File: src/rtl/pll_clock_manager_regs.vh
// Constants shared by the clock manager: divider limits, encodings and timing.
// Assumes the includer runs on the 50 ns reference clock.
`ifndef PLL_CLOCK_MANAGER_REGS_VH
`define PLL_CLOCK_MANAGER_REGS_VH

`define PCM_MK_MIN 8'h02
`define PCM_MK_MAX 8'hA0
`define PCM_NV_MIN 5'h01
`define PCM_NV_MAX 5'h10

`define PCM_BOOST_X1 2'h0
`define PCM_BOOST_X2 2'h1
`define PCM_BOOST_X4 2'h2
`define PCM_MUL_X1 8'h01
`define PCM_MUL_X2 8'h02
`define PCM_MUL_X4 8'h04

`define PCM_SRC_PRIMARY 1'h0
`define PCM_SRC_SECONDARY 1'h1

`define PCM_LOCK_TIME_NS 10000
`define PCM_REF_PERIOD_NS 50
`define PCM_LOCK_CYCLES (`PCM_LOCK_TIME_NS / `PCM_REF_PERIOD_NS)

`define PCM_CREDIT_CAP 13'h0FFF
`define PCM_DIV_ONE 13'h0001

`endif

File: src/rtl/configurable_pll_clock_manager.v
// Behavioural clock manager with up to four independent PLL channels.
// Assumes clock pins are sampled as synchronous levels on the reference clock.
`include "pll_clock_manager_regs.vh"
`timescale 1ns/100ps
`default_nettype none

module configurable_pll_clock_manager #(
	parameter NUM_PLL = 4,
	parameter LVDS_PLLS = 2,
	parameter [7:0] GAP_MAX = 8'h40,
	parameter DLY_DEPTH = 255
) (
	// Clock and reset.
	input wire i_ref_clk,
	input wire i_nrst,
	// Device-wide configuration state.
	input wire i_family_enh,
	input wire i_config_done,
	// Clock pins and source selection.
	input wire [NUM_PLL-1:0] i_primary_clock_input,
	input wire [NUM_PLL-1:0] i_secondary_clock_input,
	input wire [NUM_PLL-1:0] i_src_sel,
	input wire [NUM_PLL-1:0] i_both_used,
	// Base family multiplier codes.
	input wire [2*NUM_PLL-1:0] i_boost0,
	input wire [2*NUM_PLL-1:0] i_boost1,
	// Enhanced family dividers.
	input wire [8*NUM_PLL-1:0] i_mult,
	input wire [5*NUM_PLL-1:0] i_prediv,
	input wire [8*NUM_PLL-1:0] i_post0,
	input wire [5*NUM_PLL-1:0] i_post1,
	// Phase and delay shift.
	input wire [2*NUM_PLL-1:0] i_phase_sel,
	input wire [8*NUM_PLL-1:0] i_delay,
	input wire [NUM_PLL-1:0] i_delay_adv,
	// LVDS capture mode.
	input wire [NUM_PLL-1:0] i_lvds_mode,
	input wire [4*NUM_PLL-1:0] i_lvds_factor,
	// External clock and feedback.
	input wire [NUM_PLL-1:0] i_ext_fb,
	input wire [NUM_PLL-1:0] i_fb_ext_sel,
	input wire [NUM_PLL-1:0] i_ext_clk_en,
	// Lock pin sharing.
	input wire [NUM_PLL-1:0] i_lock_used,
	input wire [NUM_PLL-1:0] i_user_pin_out,
	input wire [NUM_PLL-1:0] i_user_pin_oe,
	// Generated clocks and status.
	output wire [NUM_PLL-1:0] o_clk0,
	output wire [NUM_PLL-1:0] o_clk1,
	output wire [NUM_PLL-1:0] o_ext_clk,
	output wire [NUM_PLL-1:0] o_ext_clk_oe,
	output wire [NUM_PLL-1:0] o_lock,
	output wire [NUM_PLL-1:0] o_lock_pin_out,
	output wire [NUM_PLL-1:0] o_lock_pin_oe,
	output wire [NUM_PLL-1:0] o_cfg_err
);

	localparam integer LOCK_CYC = `PCM_LOCK_CYCLES - 1;
	localparam [7:0] LOCK_LAST = LOCK_CYC[7:0];

	// Adds input credit and spends one quarter period of output when enough is held.
	function [13:0] credit_step;
		input [12:0] cr;
		input [9:0] add;
		input [12:0] dv;
		reg [13:0] sum;
		begin
			sum = {1'b0, cr} + {4'h0, add};
			if (sum > {1'b0, `PCM_CREDIT_CAP})
				sum = {1'b0, `PCM_CREDIT_CAP};
			if (sum >= {1'b0, dv})
				credit_step = {1'b1, sum[12:0] - dv};
			else
				credit_step = {1'b0, sum[12:0]};
		end
	endfunction

	function [7:0] boost_mult;
		input [1:0] code;
		begin
			case (code)
				`PCM_BOOST_X1: boost_mult = `PCM_MUL_X1;
				`PCM_BOOST_X2: boost_mult = `PCM_MUL_X2;
				default: boost_mult = `PCM_MUL_X4;
			endcase
		end
	endfunction

	genvar g;
	generate
		for (g = 0; g < NUM_PLL; g = g + 1) begin : pll
			wire [7:0] m_cfg = i_mult[8*g +: 8];
			wire [4:0] n_cfg = i_prediv[5*g +: 5];
			wire [7:0] k_cfg = i_post0[8*g +: 8];
			wire [4:0] v_cfg = i_post1[5*g +: 5];
			wire [1:0] b0 = i_boost0[2*g +: 2];
			wire [1:0] b1 = i_boost1[2*g +: 2];
			wire [7:0] dly = i_delay[8*g +: 8];
			wire lvds_on = i_lvds_mode[g] & (g < LVDS_PLLS);
			wire use_sec = i_both_used[g] | (i_src_sel[g] == `PCM_SRC_SECONDARY);
			wire in_lvl = use_sec ? i_secondary_clock_input[g] : i_primary_clock_input[g];
			wire in_open = i_family_enh ? i_config_done : 1'b1;
			reg in_d_r;
			reg fb_d_r;
			wire in_edge = in_lvl & ~in_d_r & in_open;
			wire fb_edge = i_ext_fb[g] & ~fb_d_r;
			wire enh_bad = (m_cfg < `PCM_MK_MIN) | (m_cfg > `PCM_MK_MAX) |
				(k_cfg < `PCM_MK_MIN) | (k_cfg > `PCM_MK_MAX) |
				(n_cfg < `PCM_NV_MIN) | (n_cfg > `PCM_NV_MAX) |
				(v_cfg < `PCM_NV_MIN) | (v_cfg > `PCM_NV_MAX);
			wire base_bad = (b0 > `PCM_BOOST_X4) | (b1 > `PCM_BOOST_X4) | (b0 > b1);
			wire src_bad = i_both_used[g] & (i_src_sel[g] == `PCM_SRC_PRIMARY);
			wire err = i_family_enh ? enh_bad : (base_bad | src_bad);
			wire [12:0] nk = {8'h00, n_cfg} * {5'h00, k_cfg};
			wire [12:0] nv = {8'h00, n_cfg} * {8'h00, v_cfg};
			wire [7:0] mul0 = lvds_on ? {4'h0, i_lvds_factor[4*g +: 4]} :
				(i_family_enh ? m_cfg : boost_mult(b0));
			wire [12:0] div0 = (lvds_on | ~i_family_enh) ? `PCM_DIV_ONE : nk;
			wire [7:0] mul1 = i_family_enh ? m_cfg : boost_mult(b1);
			wire [12:0] div1 = i_family_enh ? nv : `PCM_DIV_ONE;
			wire [9:0] add0 = in_edge ? {mul0, 2'b00} : 10'h000;
			wire [9:0] add1 = in_edge ? {mul1, 2'b00} : 10'h000;
			reg [12:0] cr0_r;
			reg [12:0] cr1_r;
			wire [13:0] st0 = credit_step(cr0_r, add0, div0);
			wire [13:0] st1 = credit_step(cr1_r, add1, div1);
			reg [1:0] q0_r;
			reg [1:0] q1_r;
			wire [1:0] ph0 = q0_r + i_phase_sel[2*g +: 2];
			wire [1:0] ph1 = q1_r + i_phase_sel[2*g +: 2];
			reg [DLY_DEPTH-1:0] dl_r;
			reg [7:0] per_cnt_r;
			reg [7:0] per_r;
			reg raw_d_r;
			wire [7:0] d_lim = (dly > per_r) ? per_r : dly;
			wire [7:0] tap = i_delay_adv[g] ? (per_r - d_lim) : d_lim;
			wire [7:0] tap_m1 = tap - 8'h01;
			wire clk0_dly = (tap == 8'h00) ? ph0[1] : dl_r[tap_m1];
			reg [7:0] gap_r;
			reg [7:0] fb_gap_r;
			reg [7:0] settle_r;
			wire lost = (gap_r >= GAP_MAX) | err |
				(i_fb_ext_sel[g] & (fb_gap_r >= GAP_MAX));
			reg clk0_r;
			reg clk1_r;
			reg ext_r;
			reg ext_oe_r;
			reg lock_r;
			reg pin_out_r;
			reg pin_oe_r;
			reg err_r;

			always @(posedge i_ref_clk) begin
				if (!i_nrst) begin
					in_d_r <= 1'b0;
					fb_d_r <= 1'b0;
					cr0_r <= 13'h0000;
					cr1_r <= 13'h0000;
					q0_r <= 2'h0;
					q1_r <= 2'h0;
					dl_r <= {DLY_DEPTH{1'b0}};
					per_cnt_r <= 8'h00;
					per_r <= 8'h00;
					raw_d_r <= 1'b0;
					gap_r <= GAP_MAX;
					fb_gap_r <= GAP_MAX;
					settle_r <= 8'h00;
					clk0_r <= 1'b0;
					clk1_r <= 1'b0;
					ext_r <= 1'b0;
					ext_oe_r <= 1'b0;
					lock_r <= 1'b0;
					pin_out_r <= 1'b0;
					pin_oe_r <= 1'b0;
					err_r <= 1'b0;
				end else begin
					in_d_r <= in_lvl;
					fb_d_r <= i_ext_fb[g];
					if (err) begin
						cr0_r <= 13'h0000;
						cr1_r <= 13'h0000;
					end else begin
						cr0_r <= st0[12:0];
						cr1_r <= st1[12:0];
						q0_r <= q0_r + {1'b0, st0[13]};
						q1_r <= q1_r + {1'b0, st1[13]};
					end
					dl_r <= {dl_r[DLY_DEPTH-2:0], ph0[1]};
					raw_d_r <= ph0[1];
					// Output period in reference cycles bounds the delay shift.
					if (ph0[1] & ~raw_d_r) begin
						per_r <= per_cnt_r;
						per_cnt_r <= 8'h01;
					end else if (per_cnt_r != 8'hFF) begin
						per_cnt_r <= per_cnt_r + 8'h01;
					end
					if (in_edge)
						gap_r <= 8'h00;
					else if (gap_r < GAP_MAX)
						gap_r <= gap_r + 8'h01;
					if (fb_edge)
						fb_gap_r <= 8'h00;
					else if (fb_gap_r < GAP_MAX)
						fb_gap_r <= fb_gap_r + 8'h01;
					if (lost) begin
						settle_r <= 8'h00;
						lock_r <= 1'b0;
					end else if (settle_r == LOCK_LAST) begin
						lock_r <= 1'b1;
					end else begin
						settle_r <= settle_r + 8'h01;
					end
					clk0_r <= clk0_dly;
					clk1_r <= ph1[1];
					ext_r <= clk0_r;
					ext_oe_r <= i_ext_clk_en[g];
					pin_out_r <= i_lock_used[g] ? (lock_r & ~lost) : i_user_pin_out[g];
					pin_oe_r <= i_lock_used[g] | i_user_pin_oe[g];
					err_r <= err;
				end
			end

			assign o_clk0[g] = clk0_r;
			assign o_clk1[g] = clk1_r;
			assign o_ext_clk[g] = ext_r;
			assign o_ext_clk_oe[g] = ext_oe_r;
			assign o_lock[g] = lock_r;
			assign o_lock_pin_out[g] = pin_out_r;
			assign o_lock_pin_oe[g] = pin_oe_r;
			assign o_cfg_err[g] = err_r;
		end
	endgenerate

endmodule // configurable_pll_clock_manager

`default_nettype wire

File: config.mk
export PLATFORM = sky130hd
export DESIGN_NAME = configurable_pll_clock_manager
export DESIGN_NICKNAME = d
export VERILOG_FILES = /design/src/rtl/configurable_pll_clock_manager.v
export VERILOG_INCLUDE_DIRS = /design/src /design/src/rtl
export SDC_FILE = /design/constraint.sdc
export NUM_CORES = 2
export LEC_CHECK = 0
export BUFFER_PORTS_ARGS = -buffer_cell sky130_fd_sc_hd__buf_2
export CAP_MARGIN = 40
export CELL_PAD_IN_SITES_DETAIL_PLACEMENT = 1
export CELL_PAD_IN_SITES_GLOBAL_PLACEMENT = 2
export CORE_ASPECT_RATIO = 0.8
export CORE_MARGIN = 1
export CORE_UTILIZATION = 41
export CTS_CLUSTER_SIZE = 30
export DETAILED_ROUTE_END_ITERATION = 10
export MAX_ROUTING_LAYER = met4
export PLACE_DENSITY = 0.89
export REMOVE_ABC_BUFFERS = 1
export SKIP_LAST_GASP = 1
export SYNTH_ARGS = -nofsm -noshare
export SYNTH_HDL_FRONTEND = slang
export SYNTH_SLANG_ARGS = --single-unit
File: constraint.sdc
create_clock -name i_ref_clk -period 10 [get_ports i_ref_clk]
set_input_delay 1 -clock i_ref_clk [delete_from_list [all_inputs] [get_ports i_ref_clk]]
set_output_delay 1 -clock i_ref_clk [all_outputs]
set_load 0.02 [all_outputs]
# ---- Yosys cells after proc, flatten, opt, wreduce, memory -nomap -nowiden
# Index checks and enable logic that the tools add are counted.
dict set report word_totals {
  output_inout_bits 32
  word_cells 519
  register_bits 1344
  inputBits 228
}
dict set report op_classes {
  n_mul 8
  bitwise 108
  reduce_logical 44
  addsub 56
  order_cmp 84
  eq_ne 16
  n_mux 107
}
# op count
set op_table {}
lappend op_table {{$mux 14} 16}
lappend op_table {{$mux 8} 18}
lappend op_table {{$add 8x1->8 const B} 16}
lappend op_table {{$mux 10} 12}
lappend op_table {{$add 13x10->14} 8}
lappend op_table {{$gt 14x12->1 const B} 8}
lappend op_table {{$mux 7} 16}
lappend op_table {{$ge 8x7->1 const B} 8}
lappend op_table {{$gt 8x8->1 const B} 8}
lappend op_table {{$lt 8x2->1 const B} 8}
lappend op_table {{$lt 8x7->1 const B} 8}
lappend op_table {{$or 1x1->1} 58}
lappend op_table {{$ge 14x10->1} 4}
lappend op_table {{$ge 14x13->1} 4}
lappend op_table {{$mul 5x8->13} 4}
lappend op_table {{$mux 13} 4}
lappend op_table {{$sub 13x10->13} 4}
lappend op_table {{$sub 13x13->13} 4}
lappend op_table {{$pmux 3 s2} 8}
lappend op_table {{$gt 5x5->1 const B} 8}
lappend op_table {{$lt 5x1->1 const B} 8}
lappend op_table {{$mul 5x5->10} 4}
lappend op_table {{$reduce_or 2->1} 20}
lappend op_table {{$lt 8x9->1 const B} 4}
lappend op_table {{other kinds (17)} 163}

# ---- Longest topological paths before layout
dict set report logic_depth {
  depth_word 14
  mapped_depth 37
  mapped_depth_nobuf 34
}

# ---- Least setup slack after synthesis
# Ideal clock, no wire load.
dict set report synth_path {
  path_type {input to register}
  startpoint {in i_family_enh}
  endpoint {reg pll[3].q0_r[0]}
  required_ps 9872
  path_slack_ps 2462
  n_path_buf 4
  arrival_ps 7411
  setup_ps 128
  cell_stages 34
  path_cell_list {clkbuf_1 clkbuf_1 clkbuf_1 nand2_1 a21oi_1 ha_1 inv_1 fa_1 nor2b_1 o21ai_0 a21boi_0 o21ai_0 a21boi_0 o21ai_0 a21boi_0 nand3_1 o21ai_1 nand2b_1 ha_1 nor2b_1 o21ai_0 nand2b_1 nor2b_1 a211oi_1 o21ai_0 a21o_1 a21o_1 a211o_1 a21oi_1 inv_1 clkbuf_1 ha_1 mux2i_1 nor2_1}
}
dict set report synth_between {
  elab_chain_len 9
  word_cells_on_any_way 12
  classes_between {2 x add/sub; 2 x order compare; 7 x mux; 1 x bitwise}
}
# item line_no
set synth_lines {}
lappend synth_lines {{start: declaration} configurable_pll_clock_manager.v:17} ;# input wire i_family_enh,
lappend synth_lines {{$mux 1} configurable_pll_clock_manager.v:102} ;# wire in_open = i_family_enh ? i_config_done : 1'b1;
lappend synth_lines {{$and 1x1->1} configurable_pll_clock_manager.v:105} ;# wire in_edge = in_lvl & ~in_d_r & in_open;
lappend synth_lines {{$mux 10} configurable_pll_clock_manager.v:121} ;# wire [9:0] add0 = in_edge ? {mul0, 2'b00} : 10'h000;
lappend synth_lines {{$add 13x10->14} configurable_pll_clock_manager.v:68} ;# sum = {1'b0, cr} + {4'h0, add};
lappend synth_lines {{$gt 14x12->1} configurable_pll_clock_manager.v:69} ;# if (sum > {1'b0, `PCM_CREDIT_CAP})
lappend synth_lines {{$mux 14} configurable_pll_clock_manager.v:69}
lappend synth_lines {{$ge 14x13->1} configurable_pll_clock_manager.v:71} ;# if (sum >= {1'b0, dv})
lappend synth_lines {{$mux 14} configurable_pll_clock_manager.v:71}
lappend synth_lines {{$add 2x1->2} configurable_pll_clock_manager.v:185} ;# q0_r <= q0_r + {1'b0, st0[13]};
lappend synth_lines {{end signal: assignment} configurable_pll_clock_manager.v:185}
lappend synth_lines {{end: declaration} configurable_pll_clock_manager.v:127} ;# reg [1:0] q0_r;
# Parallel ways exist; a longest one is shown, timed or not.
# A chain may end at the register's enable or synchronous reset.

# ---- Worst setup path after layout
dict set report layout_path {
  startpoint {in i_family_enh}
  endpoint {reg pll[3].q0_r[1]}
}
# The elaborated chain is that of the path after synthesis.

==> run_results.csv <==
group,metric,value,unit
timing,fin_crit,7.90,ns
synth,netlist_top_cells_area,"dfxtp_1 (39%), and2_1 (11%), mux4_2 (8.0%)",
clocking,clk_path_buf_depth,3,
setup_path,slowest_stage,"or3_1",
synth,syn_avg_cell_area,9.74,um2
timing,finalSetupTns,0,ns
detailed_routing,vias_per_cell,5.18,
pwr,power_density,199,nW/um2
setup_path,critPathLaunchType,"primary input",
floorplan,die_h,368,um
synth,synth_edf_count,0,
pwr,power_leakage,33.2,nW
hold_path,hold_path.class,"in2reg",
grt,antenna_found_initial,21,
synth,ys_types,101,
clocking,postCtsSetupRepairBufs,0,
synth,seq_area_frac_synth,0.391,
placed_design,dpl_cell_area,71800,um2
timing,rsz0062_at_grt,"no",
detailed_routing,drtIter0Drc,2264,
setup_path,crit_path_end_kind,"register",
setup_path,cp.required,10.62,ns
floorplan,core,165000,um2
cells_and_area,fin_cells,9534,
timing,fmax,127,MHz
job,drv_cap,0,
cells_and_area,post_route_cells_drive_above_1_share,0.125,
detailed_routing,post-route-drc-count,0,
synth,yosysMostFrequentCell,"dfxtp_1",
clocking,cts_tree,"yes",
floorplan,ios,260,
placed_design,dp.cells,9263,
clocking,cts.sinks,1340,
timing,worst_slew_pin_slew,0.915,ns
setup_path,critical_path_arrival,8.52,ns
grt,grtUsageTotal,0.204,
synth,synthArstFlopShare,0,
synth,syn_area,68600,um2
clocking,insertion_delay,0.78,ns
setup_path,critPathKind,"in2reg",
status,status,"finished clean",
timing,timing.final.crit_share,0.790,
grt,grt_pass1_vias,52400,
synth,synth_top_area_frac,0.391,
floorplan,rows,133,
clocking,cts_made_buffers,141,
timing,skew,0.0330,ns
clocking,ctsResizeCount,0,
cells_and_area,area_growth,11.9,%
timing,slew_viol_final,0,
setup_path,cpPeakStageDelay,0.47,ns
synth,synth_commonest_cells,"dfxtp_1 (1340), and2_1 (1189), nand2_1 (527)",
placed_design,portBuffers,249,
synth,synth_cells,7039,
timing,setup_viol,0,
timing,slew_headroom,0.384,
detailed_routing,dr.pass1.iters,7,
detailed_routing,wire_per_inst,17.6,um
floorplan,fp.dieArea,169000,um2
placed_design,dp_hpwl,119000,um
cells_and_area,final_net_count,7945,
synth,ys.flop_type,"dfxtp_1",
setup_path,cp_max_fo,12,
floorplan,start_util,0.415,
pwr,ir_drop,164,uV
floorplan,die_x,459,um
clocking,cts.hold.buffers_added,0,
detailed_routing,wirelength,168000,um
timing,hold_viol,0,
grt,grt_overflow,0,
clocking,htreeDepth,4,
synth,ys_ff_latch,1340,
cells_and_area,nFillCells,18500,
clocking,clockRootBuffer,"clkbuf_16",
grt,grt_pass1_wl,275000,um
placed_design,gp_routability_congestion,0.854,
cells_and_area,finalInstanceArea,76700,um2
grt,grt_max_degree,269,
clocking,cts.clk_slew.worst_paths,0.06,ns
synth,yosys.area.top_type,"dfxtp_1",
detailed_routing,num_vias,49400,
detailed_routing,ant_nets,0,
setup_path,cpMostUsedCell,"o21ai_0",
synth,yosys_warnings,0,
[critical path: cells and delay by family]
| kind | cells | cell delay, ns |
|---|---|---|
| and+or+nand+nor | 10 | 1.53 |
| adders and majority gates | 4 | 1.29 |
| xor gates and xnor gates | 1 | 0.16 |
| AOI/OAI and AO/OA | 15 | 3.45 |
| buffers and inverters | 5 | 1.02 |
[per-stage QoR]
step / worst slack [ns] / hold slack (ns) / power, mW / utilization
after floorplan: 0.275 / 0.424 / 8.68 / -
after global placement: 1.49 / 0.425 / 9.71 / 0.433
after detailed placement: 1.28 / 0.438 / 9.85 / 0.435
after CTS: 2.08 / 0.343 / 15.4 / 0.464
after global routing: 1.22 / 0.390 / 16.1 / 0.464
final: 2.10 / 0.427 / 15.2 / 0.464
[logic make-up after synthesis]
group                    count (synthesis)  share of synthesized area
AND/OR/NAND/NOR                       2773                      0.216
multiplexers                           467                      0.113
flip-flops                            1340                      0.391
AO/OA/AOI/OAI                          872                     0.0842
other                                    1                  0.0000547
adder cells (fa/ha/maj)                538                      0.112
buffers and inverters                  765                     0.0461
XOR/XNOR                               283                     0.0365
[power breakdown]
group	leakage [nW]	internal, mW	total [mW]	switching, mW
Combinational	20.0	1.75	4.25	2.50
Sequential	10.8	5.43	5.48	0.0547
Clock	2.41	3.23	5.50	2.27
[metal layers]
metal	routed length (um)	track usage	share of wire	vias to the layer above
met4	3210	0.0466	0.019	0
li1	-	-	-	24100
met3	4860	0.0270	0.029	227
met1	80600	0.268	0.48	24500
met5	0	-	0	-
met2	79600	0.333	0.47	520
[path summary, 6_finish.rpt]
| check | end | from | cells past startpoint | slack (ns) |
|---|---|---|---|---|
| worst min-delay path | pll[1].pin_oe_r$_SDFF_PN0_ | i_user_pin_oe[1] | 3 | 0.43 |
| worst min register to register | pll[3].dl_r[109]$_SDFF_PN0_ | pll[3].dl_r[108]$_SDFF_PN0_ | 1 | 0.43 |
| worst max-delay path | pll[3].q0_r[1]$_SDFFE_PN0N_ | i_family_enh | 35 | 2.10 |
| worst max register to register | pll[3].q0_r[1]$_SDFFE_PN0N_ | pll[3].in_d_r$_SDFF_PN0_ | 32 | 2.52 |
[flip-flops by register name, indices dropped and copies added, names as in the netlist, 8 cells and up]
| register | flops |
|---|---|
| pll.settle_r | 32 |
| pll.q0_r | 8 |
| pll.cr1_r | 52 |
| pll.q1_r | 8 |
| pll.per_cnt_r | 32 |
| pll.gap_r | 32 |
| pll.dl_r | 1020 |
| pll.fb_gap_r | 32 |
| pll.cr0_r | 52 |
| pll.per_r | 32 |
[final cells by class]
| class | instances | area, um2 | area share |
|---|---|---|---|
| Inverter | 442 | 1660 | 0.0217 |
| Antenna cell | 15 | 37.5 | 0.000489 |
| Sequential cell | 1340 | 26800 | 0.350 |
| Tap cell | 2227 | 2790 | 0.0363 |
| Multi-Input combinational cell | 4937 | 38600 | 0.504 |
| Timing Repair Buffer | 317 | 1900 | 0.0248 |
| Clock buffer | 190 | 4050 | 0.0527 |
| Clock inverter | 66 | 841 | 0.0110 |
[cells in the final DEF, fill, tap and decap left out, types with 144 or more instances in the layout]
cell type | netlist | routed
mux2i_1 | 174 | 174
and2_1 | 1189 | 1189
dfxtp_1 | 1340 | 1340
inv_1 | 438 | 435
mux4_2 | 243 | 243
a21oi_1 | 201 | 201
buf_2 | 23 | 248
xor2_1 | 144 | 144
ha_1 | 410 | 408
nor2_1 | 462 | 462
nand2_1 | 527 | 527
o21ai_0 | 192 | 192
Note: power is estimated with default switching activity, not from simulation.
